<file path="config.mk">
export PLATFORM = sky130hd
export DESIGN_NAME = ubrg_top
export DESIGN_NICKNAME = d
export VERILOG_FILES = /design/src/rtl/ubrg_pkg.sv /design/src/rtl/ubrg_top.sv
export SDC_FILE = /design/constraint.sdc
export NUM_CORES = 1
export LEC_CHECK = 0
export BUFFER_PORTS_ARGS = -buffer_cell sky130_fd_sc_hd__buf_2
export CORE_UTILIZATION = 30
export CTS_BUF_LIST = sky130_fd_sc_hd__clkbuf_4 sky130_fd_sc_hd__clkbuf_8
export DETAILED_ROUTE_END_ITERATION = 7
export PLACE_DENSITY = 0.48
export RECOVER_POWER = 100
export SETUP_SLACK_MARGIN = 0.4
export SKIP_CTS_REPAIR_TIMING = 1
export SYNTH_ARGS = -nofsm -noshare
export SYNTH_HDL_FRONTEND = slang
export SYNTH_SLANG_ARGS = --single-unit
export TNS_END_PERCENT = 1
</file>
<file path="constraint.sdc">
create_clock -name sys_clk_i -period 2.3 [get_ports sys_clk_i]
set_input_delay 0.345 -clock sys_clk_i [delete_from_list [all_inputs] [get_ports sys_clk_i]]
set_output_delay 0.345 -clock sys_clk_i [all_outputs]
set_load 0.01 [all_outputs]
</file>
<file path="src/rtl/ubrg_pkg.sv">
package ubrg_pkg;

  // ==========================================================================
  // Register map (byte addresses)
  // ==========================================================================
  localparam logic [7:0] MODE_OFS = 8'h00;
  localparam logic [7:0] BAUD_OFS = 8'h04;
  localparam logic [7:0] STAT_OFS = 8'h08;

  // ==========================================================================
  // Field positions in the mode word
  // ==========================================================================
  localparam int SRC_LSB = 4;
  localparam int SYNC_BIT = 8;
  localparam int OVER_BIT = 19;

  // ==========================================================================
  // Field positions in the baud word
  // ==========================================================================
  localparam int CD_LSB = 0;
  localparam int FP_LSB = 16;

  // ==========================================================================
  // Field positions in the status word
  // ==========================================================================
  localparam int STAT_OVS_LSB = 20;
  localparam int STAT_MODEM_LSB = 24;
  localparam int STAT_RUN_BIT = 31;

  // ==========================================================================
  // Source select codes and dividers
  // ==========================================================================
  localparam logic [1:0] SRC_MCK = 2'h0;
  localparam logic [1:0] SRC_DIV = 2'h1;
  localparam logic [1:0] SRC_EXT = 2'h3;
  localparam logic [2:0] PRE_MAX = 3'h7;
  localparam logic [3:0] OVS16_MAX = 4'hf;
  localparam logic [3:0] OVS8_MAX = 4'h7;

  // ==========================================================================
  // Reset values
  // ==========================================================================
  localparam logic [1:0] SRC_RST = 2'h0;
  localparam logic [15:0] CD_RST = 16'h0000;
  localparam logic [2:0] FP_RST = 3'h0;
  localparam logic [3:0] MODEM_MASK_RST = 4'hf;

  typedef struct packed {
    logic over;
    logic sync;
    logic [1:0] clock_source_select;
  } ubrg_mode_t;

  typedef struct packed {
    logic [2:0] fractional_part;
    logic [15:0] clock_divisor;
  } ubrg_brg_t;

endpackage

</file>
<file path="src/rtl/ubrg_top.sv">
module ubrg_top
  import ubrg_pkg::*;
#(
  parameter logic [3:0] MODEM_PINS = MODEM_MASK_RST
)
(
  // Clock and reset
  input wire logic sys_clk_i,
  input wire logic resetn_i,
  // Register port
  input wire logic [7:0] addr_i,
  input wire logic [31:0] wdata_i,
  input wire logic wr_i,
  input wire logic rd_i,
  output logic [31:0] rdata_o,
  // Power manager clock gate
  input wire logic pclk_en_i,
  // Serial clock pin and modem inputs
  input wire logic sck_i,
  input wire logic [3:0] modem_i,
  // Ticks to transmitter and receiver
  output logic sample_tick_o,
  output logic baud_tick_o
);

  // ==========================================================================
  // State
  // ==========================================================================
  ubrg_mode_t mode;
  ubrg_mode_t next_mode;
  ubrg_brg_t brg;
  ubrg_brg_t next_brg;
  logic [2:0] pre_cnt;
  logic [2:0] next_pre_cnt;
  logic sck_q;
  logic next_sck_q;
  logic [16:0] div_cnt;
  logic [16:0] next_div_cnt;
  logic [2:0] frac_acc;
  logic [2:0] next_frac_acc;
  logic [3:0] ovs_cnt;
  logic [3:0] next_ovs_cnt;
  logic [31:0] next_rdata;
  logic next_sample_tick;
  logic next_baud_tick;

  logic run;
  logic src_tick;
  logic div_tick;
  logic ovs_tick;
  logic ext_direct;
  logic frac_on;
  logic [3:0] acc_sum;
  logic [3:0] ovs_max;

  function automatic logic [31:0] mode_word(input ubrg_mode_t m);
    logic [31:0] w;
    w = '0;
    w[SRC_LSB +: 2] = m.clock_source_select;
    w[SYNC_BIT] = m.sync;
    w[OVER_BIT] = m.over;
    return w;
  endfunction

  function automatic logic [31:0] baud_word(input ubrg_brg_t b);
    logic [31:0] w;
    w = '0;
    w[CD_LSB +: 16] = b.clock_divisor;
    w[FP_LSB +: 3] = b.fractional_part;
    return w;
  endfunction

  // ==========================================================================
  // Register file
  // ==========================================================================
  always_comb
  begin
    next_mode = mode;
    next_brg = brg;
    if (wr_i && addr_i == MODE_OFS)
    begin
      next_mode.clock_source_select = wdata_i[SRC_LSB +: 2];
      next_mode.sync = wdata_i[SYNC_BIT];
      next_mode.over = wdata_i[OVER_BIT];
    end
    if (wr_i && addr_i == BAUD_OFS)
    begin
      next_brg.clock_divisor = wdata_i[CD_LSB +: 16];
      next_brg.fractional_part = wdata_i[FP_LSB +: 3];
    end
    next_rdata = '0;
    if (rd_i)
    begin
      unique case (addr_i)
        MODE_OFS: next_rdata = mode_word(mode);
        BAUD_OFS: next_rdata = baud_word(brg);
        STAT_OFS:
        begin
          next_rdata[16:0] = div_cnt;
          next_rdata[STAT_OVS_LSB +: 4] = ovs_cnt;
          next_rdata[STAT_MODEM_LSB +: 4] = modem_i & MODEM_PINS;
          next_rdata[STAT_RUN_BIT] = run && brg.clock_divisor != 16'h0000;
        end
        default: next_rdata = '0;
      endcase
    end
  end

  always_ff @(posedge sys_clk_i)
  begin
    if (!resetn_i)
    begin
      mode <= '{over: 1'b0, sync: 1'b0, clock_source_select: SRC_RST};
      brg <= '{fractional_part: FP_RST, clock_divisor: CD_RST};
      rdata_o <= '0;
    end
    else
    begin
      mode <= next_mode;
      brg <= next_brg;
      rdata_o <= next_rdata;
    end
  end

  // ==========================================================================
  // Source select and divider
  // ==========================================================================
  always_comb
  begin
    run = pclk_en_i;
    ext_direct = mode.sync && mode.clock_source_select == SRC_EXT;
    frac_on = !mode.sync && brg.fractional_part != 3'h0;
    ovs_max = mode.over ? OVS8_MAX : OVS16_MAX;
    unique case (mode.clock_source_select)
      SRC_MCK: src_tick = 1'b1;
      SRC_EXT: src_tick = sck_i && !sck_q;
      default: src_tick = pre_cnt == PRE_MAX;
    endcase
    next_pre_cnt = pre_cnt;
    next_sck_q = sck_q;
    next_div_cnt = div_cnt;
    next_frac_acc = frac_acc;
    next_ovs_cnt = ovs_cnt;
    div_tick = 1'b0;
    ovs_tick = 1'b0;
    acc_sum = {1'b0, frac_acc} + {1'b0, brg.fractional_part};
    // A stopped clock freezes every counter in place
    if (run)
    begin
      next_pre_cnt = pre_cnt + 3'h1;
      next_sck_q = sck_i;
      if (brg.clock_divisor == 16'h0000)
        next_div_cnt = '0;
      else if (src_tick)
      begin
        if (div_cnt == 17'h00000)
        begin
          div_tick = 1'b1;
          next_div_cnt = {1'b0, brg.clock_divisor} - 17'h00001 + {16'h0000, frac_on && acc_sum[3]};
          next_frac_acc = frac_on ? acc_sum[2:0] : 3'h0;
        end
        else
          next_div_cnt = div_cnt - 17'h00001;
      end
      if (!mode.sync && div_tick)
      begin
        if (ovs_cnt >= ovs_max)
        begin
          ovs_tick = 1'b1;
          next_ovs_cnt = 4'h0;
        end
        else
          next_ovs_cnt = ovs_cnt + 4'h1;
      end
    end
    next_sample_tick = run && !mode.sync && div_tick;
    if (!run)
      next_baud_tick = 1'b0;
    else if (ext_direct)
      next_baud_tick = src_tick;
    else if (mode.sync)
      next_baud_tick = div_tick;
    else
      next_baud_tick = ovs_tick;
  end

  always_ff @(posedge sys_clk_i)
  begin
    if (!resetn_i)
    begin
      pre_cnt <= 3'h0;
      sck_q <= 1'b0;
      div_cnt <= '0;
      frac_acc <= 3'h0;
      ovs_cnt <= 4'h0;
      sample_tick_o <= 1'b0;
      baud_tick_o <= 1'b0;
    end
    else
    begin
      pre_cnt <= next_pre_cnt;
      sck_q <= next_sck_q;
      div_cnt <= next_div_cnt;
      frac_acc <= next_frac_acc;
      ovs_cnt <= next_ovs_cnt;
      sample_tick_o <= next_sample_tick;
      baud_tick_o <= next_baud_tick;
    end
  end
endmodule // ubrg_top

</file>
==> results of run 1 <==
## sequential cells by signal, indices dropped and copies added (netlist names)
| register | count |
|---|---|
| rdata_o | 29 |
| baud_tick_o | 1 |
| mode | 4 |
| ovs_cnt | 4 |
| pre_cnt | 3 |
| sample_tick_o | 1 |
| div_cnt | 17 |
| sck_q | 1 |
| brg | 19 |
| frac_acc | 3 |
## synthesized netlist by cell type, types with 3 or more instances
cell      count
nor2_1       48
clkbuf_1     28
nand2_1      51
a21oi_1      42
a32o_1        4
xnor2_1       6
buf_2         3
ha_1         13
and3_1       15
or3_1         7
buf_4         3
mux2i_1       8
a31oi_1       3
nand4_1       4
inv_1        14
o211ai_1      5
nor4_1        9
a22oi_1      15
nor3_1       21
o21ai_0      20
or4_1         4
dfxtp_1      82
nand3_1      36
xor2_1       12
## cell type report
cell class	instances	share of cell area, %
inverters	15	1.11
multi-input cells	358	43.8
flip-flops and latches	82	32.3
well taps	172	4.23
clock inverters	6	0.689
repair buffers	136	15.4
clock buffers	9	2.44
## worst max path at each step
stage / from / end / slack, ps
6_report: mode[1]$_SDFFE_PN0P_ / frac_acc[0]$_SDFFE_PN0P_ / -20
4_1_cts: div_cnt[1]$_SDFFE_PN0P_ / frac_acc[2]$_SDFFE_PN0P_ / -80
2_1_floorplan: div_cnt[0]$_SDFFE_PN0P_ / frac_acc[2]$_SDFFE_PN0P_ / -80
3_5_place_dp: div_cnt[1]$_SDFFE_PN0P_ / frac_acc[2]$_SDFFE_PN0P_ / -50
5_1_grt: mode[1]$_SDFFE_PN0P_ / frac_acc[0]$_SDFFE_PN0P_ / -80
3_3_place_gp: div_cnt[1]$_SDFFE_PN0P_ / frac_acc[2]$_SDFFE_PN0P_ / -20
## per-layer routing
| layer | vias to the layer above | routed length (um) | track usage (%) |
|---|---|---|---|
| li1 | 1951 | - | - |
| met1 | 1805 | 6010 | 26.3 |
| met2 | 138 | 5140 | 27.3 |
| met5 | - | 0 | 0 |
| met3 | 22 | 741 | 2.83 |
| met4 | 0 | 303 | 9.28 |
## stage by stage
stage                     utilization [%]  setup slack, ps  cell area, um^2
final                                39.8            -15.6             5090
after global routing                 39.8            -77.5             5090
after CTS                            39.6            -76.2             5060
after detailed placement             38.4            -50.6             4900
after global placement               38.4            -16.6             4900
after floorplan                         -            -83.9             4000
## critical path: stages (launching register included)
cell and delay (ps):
dfxtp_2 330, inv_1 40, ha_1 290, nor2b_1 150, buf_4 130, a211o_1 280, or3_4 420, or4b_1 470
a21oi_1 130
## cells in the final DEF (no fill, tap or decap), types with 5 or more instances in the layout
master	n
and3_1	15
xor2_1	12
inv_1	13
mux2i_1	8
a21oi_1	42
clkbuf_1	37
o211ai_1	5
xnor2_1	6
nor2_1	46
dfxtp_1	79
o21ai_0	18
nand2_1	51
nor3_1	18
clkbuf_8	9
ha_1	12
or3_1	5
nand3_1	35
buf_4	59
buf_2	37
a22oi_1	15
nor4_1	6
## where the power goes
part	switching (mW)	total, mW	internal, mW
clock network	0.550	0.928	0.378
logic	0.135	0.230	0.0957
registers	0.00568	1.43	1.43
## cell families (layout without fill, tap and decap cells)
kind of cell	after synthesis	count (layout)	synth area share, %
DFF	82	82	41.4
and+or+nand+nor	211	211	26.5
buffers and inverters	50	166	5.30
AOI/OAI and AO/OA	104	104	16.2
xor gates and xnor gates	18	18	3.97
muxes	8	8	2.02
other	1	3	0.0945
adders and majority gates	14	14	4.60
==> summary.txt, run 1 <==
floorplan die area = 13,700 um^2
number of flip-flops and latches in the synthesized netlist = 82
final antenna diode count = 0
remaining antenna violation count = 0
insertion delay of the later-clocked pin in the worst-skew pair = 380 ps
depth of the worst register-to-register path = 8
Worst Hold Endpoint = rdata_o[26]$_SDFF_PN0_
Core Area = 12,800 um^2
Post-synth EDFFs = 0
relative area change from synthesis to final layout = 28.2%
deepest level of the CTS H-tree = 3
Chip Height = 117 um
Crit path arrival time = 2630 ps
required time at the worst-slack endpoint = 2620 ps
Routability Congestion = 0.893
run status = finished with violations
initial core utilization = 31.1%
highest achievable clock rate = 0.432 GHz
Worst Setup Path Type = flip-flop to flip-flop
routed via count = 3,916
number of maximum-capacitance violations = 0
post-route fraction of the period consumed by the critical path = 101%
number of hold violations in the final report = 0
clock tree sinks = 82
worst hold start = modem_i[2]
CTS max path bufs = 2
number of instances in the synthesized netlist = 488
CP Capture Type = flip-flop
Root Buffer = clkbuf_8
first drt pass iteration count = 5
instance count after placement with tap cells included = 762
largest voltage drop on the vdd net = 0.208 mV
Worst R2R Start = mode[1]$_SDFFE_PN0P_
post-DR wirelength/cell = 15.7 um
die outline width = 117 um
warnings from Yosys = 0
Critical R2R Capture = frac_acc[0]$_SDFFE_PN0P_
via count of the first global-routing pass = 3,581
Post-Syn Area per Cell = 8.13 um^2
Row Count = 41
Post-layout nets = 666
Leakage = 2.13 nW
Power, Total = 2.59 mW
transition time at the pin with the least slew margin = 749 ps
clk slew on worst S/H paths = 90 ps
violated checks = negative setup slack
Worst slew margin = 50.1%
final-layout worst hold slack = 191 ps
synth unique cells = 53
# setup viols final = 1
Worst Path Max Fanout = 5
DRC violations left = 0
final global-route overflow total = 0
most area-consuming cells after synthesis = dfxtp_1, a21oi_1, nand2_1
Setup Skew = 11.0 ps
layout cells sized above 1 = 22.8%
commonest register cell after synthesis = dfxtp_1
P per Cell Area = 509 nW/um^2
Final Max Tran Viols = 0
count of input and output buffers = 68
GRT Overall Usage = 18.5%
library cell occupying the most area in the post-synthesis netlist = dfxtp_1
fraction of registers with async set or reset after synthesis = 0%
portion of synthesized cell area occupied by the leading cell type = 41.4%
area taken by flip-flops and latches = 1650 um^2
HPWL reported at the end of detailed placement = 9.26 mm
number of fill cells = 1,337
cell area after synthesis = 3970 um^2
first-pass GRT wire length = 18.7 mm
flop2flop setup slack = -20 ps
number of cells on the worst hold path = 2
largest net degree at the start of global routing = 33
Vias per Instance = 5.03
sum of routed wire length over all layers = 12.2 mm
area of combinational cells with multiple inputs = 2230 um^2
number of cells in the finished layout apart from fillers = 778
clock tree from TritonCTS = built
initial antenna violation count = 0
number of placed I/O pins = 84
worst setup margin = -15.6 ps
path type of the worst min-delay path = input pin to flip-flop
RSZ-0062 raised after global routing = true
final critical-path required period = 2320 ps
register area share after synthesis = 41.4%
DRT iter0 DRCs = 186
sum of negative setup slack = -15.6 ps
CP startpoint kind = flip-flop
number of buffers added by the clock tree synthesis step = 9
(Power assumes the default switching activity.)
==> run 2, diff against run 1 <==
--- a/config.mk
+++ b/config.mk
@@ -6,5 +6,6 @@
 export NUM_CORES = 1
 export LEC_CHECK = 0
-export BUFFER_PORTS_ARGS = -buffer_cell sky130_fd_sc_hd__buf_2
+export BUFFER_PORTS_ARGS = -buffer_cell sky130_fd_sc_hd__buf_4
+export CORE_ASPECT_RATIO = 0.9
 export CORE_UTILIZATION = 30
 export CTS_BUF_LIST = sky130_fd_sc_hd__clkbuf_4 sky130_fd_sc_hd__clkbuf_8
==> constraint.sdc (replaced) <==
create_clock -name sys_clk_i -period 2.3 [get_ports sys_clk_i]
set_input_delay 0.46 -clock sys_clk_i [delete_from_list [all_inputs] [get_ports sys_clk_i]]
set_output_delay 0.46 -clock sys_clk_i [all_outputs]
set_load 0.01 [all_outputs]
==> run 2 against run 1 <==
  * The run still ends with negative setup slack left
  * Clock skew up 2.0 ps
  * Core utilization up 4.5 points
  * Critical path depth unchanged
  * Via count up 0.79%
  * Sequential cell count unchanged
  * Global-route usage down 0.32 points
  * Hold slack better by 120 ps
  * Sequential share of layout area down 3.3 points
  * Sequential power about the same
  * Non-clock buffer count up 1
  * Largest cell class unchanged
  * Largest power group unchanged
==> summary.txt, run 2 (same netlist as run 1, synthesis figures left out) <==
Worst R2R Start = mode[1]$_SDFFE_PN0P_
highest achievable clock rate = 0.426 GHz (-1.3%)
post-route fraction of the period consumed by the critical path = 102% (+1.3 points)
number of maximum-capacitance violations = 0 (unchanged)
number of fill cells = 1,285 (-3.9%)
Worst Setup Path Type = flip-flop to flip-flop
Power, Total = 2.91 mW (+12%)
crit path launch = mode[1]$_SDFFE_PN0P_
DRT iter0 DRCs = 182 (-2.2%)
sum of routed wire length over all layers = 12.1 mm (-0.61%)
Critical R2R Capture = frac_acc[0]$_SDFFE_PN0P_
top library cells by usage in the layout, fill and taps aside = buf_4, dfxtp_1, nand2_1
Final Max Tran Viols = 0 (unchanged)
flop2flop setup slack = -50 ps (-30 ps)
final-layout worst hold slack = 308 ps (+117 ps)
Setup Skew = 13.0 ps (+1.96 ps)
Vias per Instance = 5.12 (+1.7%)
depth of the worst register-to-register path = 8 (unchanged)
most common library cell in the layout ignoring fill and taps = buf_4
HPWL reported at the end of detailed placement = 9.23 mm (-0.29%)
number of cells in the finished layout apart from fillers = 771 (-0.90%)
Worst Path Max Fanout = 5 (unchanged)
Worst slew margin = 63.9% (+14 points)
first-pass GRT wire length = 19.1 mm (+1.9%)
register name with the most flops = rdata_o
routed via count = 3,947 (+0.79%)
post-DR wirelength/cell = 15.7 um (+0.30%)
GRT Overall Usage = 18.2% (-0.32 points)
relative area change from synthesis to final layout = 42.8%
P per Cell Area = 513 nW/um^2 (+0.80%)
insertion delay of the later-clocked pin in the worst-skew pair = 380 ps (about the same)
initial antenna violation count = 0 (unchanged)
Core Area = 12,800 um^2 (about the same)
Root Buffer = clkbuf_8
largest net degree at the start of global routing = 33 (unchanged)
remaining antenna violation count = 0 (unchanged)
max reg flops = 29 (unchanged)
violated checks = negative setup slack
via count of the first global-routing pass = 3,775 (+5.4%)
DRC violations left = 0 (unchanged)
initial core utilization = 31.0% (about the same)
path type of the worst min-delay path = input pin to flip-flop
count of input and output buffers = 68 (unchanged)
RSZ-0062 raised after global routing = true
floorplan die area = 13,700 um^2 (about the same)
final antenna diode count = 0 (unchanged)
clock tree from TritonCTS = built
Row Count = 39 (-4.9%)
clk slew on worst S/H paths = 80 ps (about the same)
transition time at the pin with the least slew margin = 537 ps (-212 ps)
biggest regs = rdata_o: 29 flops, brg: 19 flops, div_cnt: 17 flops
die outline width = 123 um (+5.3%)
final global-route overflow total = 0 (unchanged)
CTS max path bufs = 2 (unchanged)
CP Capture Type = flip-flop
required time at the worst-slack endpoint = 2610 ps (about the same)
largest voltage drop on the vdd net = 0.312 mV (+50%)
worst setup path end = frac_acc[0]$_SDFFE_PN0P_
Chip Height = 111 um (-5.0%)
Post-layout nets = 667 (+0.15%)
final critical-path required period = 2350 ps (+29.7 ps)
worst setup margin = -45.2 ps (-29.7 ps)
Routability Congestion = 0.896 (+0.38%)
run status = finished with violations
instance count after placement with tap cells included = 756 (-0.79%)
layout cells sized above 1 = 35.4% (+13 points)
sum of negative setup slack = -68.3 ps (-52.7 ps)
Crit path arrival time = 2650 ps (+20 ps)
first drt pass iteration count = 5 (unchanged)
clock tree sinks = 82 (unchanged)
number of placed I/O pins = 84 (unchanged)
setup slack after placement = -358 ps (-307 ps)
number of hold violations in the final report = 0 (unchanged)
deepest level of the CTS H-tree = 3 (unchanged)
Leakage = 2.40 nW (+13%)
number of buffers added by the clock tree synthesis step = 9 (unchanged)
CP startpoint kind = flip-flop
# setup viols final = 2 (+1)
[run 2: cell count changes in the layout (fill, tap and decap cells not counted), moves of 3 or more]
cell      delta
buf_4       +71
a21oi_2      +6
clkinv_2     -4
o21ai_0      -8
buf_6        +6
a21oi_1      -6
o21ai_1      +7
clkbuf_2     -3
buf_2       -37
ha_4         +4
nand2_1      -4
clkbuf_1    -37
ha_1         -6
[run 2: area by class of cell]
cell class                 instances  area (um^2)  share of cell area (%)
timing repair buffer             137         1060                    18.8
clock buffer                      13          166                    2.94
clock inverter                     2         60.1                    1.06
sequential                        82         1650                    29.1
tap                              164          205                    3.62
multi-input combinational        358         2460                    43.5
inverter                          15         56.3                   0.994
[run 2: routing by layer]
layer	routed length, um	vias to the layer above	GRT usage, %
met4	146	0	6.75
met3	878	10	5.56
met2	5170	138	25.3
li1	-	1951	-
met1	5930	1848	26.0
met5	0	-	0
[run 2: how the worst min path moves through the flow]
| stage | start | end | slack, ps | depth (start not counted) |
|---|---|---|---|---|
| floorplan | frac_acc[0]$_SDFFE_PN0P_ | frac_acc[0]$_SDFFE_PN0P_ | 440 | 2 |
| global placement | frac_acc[2]$_SDFFE_PN0P_ | frac_acc[2]$_SDFFE_PN0P_ | 450 | 2 |
| detailed placement | frac_acc[2]$_SDFFE_PN0P_ | frac_acc[2]$_SDFFE_PN0P_ | 470 | 2 |
| CTS | modem_i[3] | rdata_o[27]$_SDFF_PN0_ | 290 | 2 |
| global route | modem_i[1] | rdata_o[25]$_SDFF_PN0_ | 290 | 2 |
| finish | modem_i[3] | rdata_o[27]$_SDFF_PN0_ | 310 | 2 |
[run 2: per-stage QoR]
step	utilization, %	cell area, um^2
6_report	44.3	5660
2_1_floorplan	-	4000
3_5_place_dp	39.8	5090
4_1_cts	41.6	5320
3_3_place_gp	39.8	5090
5_1_grt	44.3	5660
[run 2: report_power, final]
group          total (mW)  internal (mW)  switching (mW)  leakage [nW]
clock network        1.20          0.690           0.515         0.117
logic               0.271          0.126           0.145          1.62
registers            1.43           1.43         0.00546         0.663
total                2.91           2.24           0.665          2.40
[run 2: worst max-delay path: stages, from the launching register on]
cell and delay, ps:
dfxtp_2 350, buf_6 120, ha_4 140, nand3b_1 140
buf_4 190, a211o_1 270, or3_4 430, or4b_4 500
a21oi_2 150
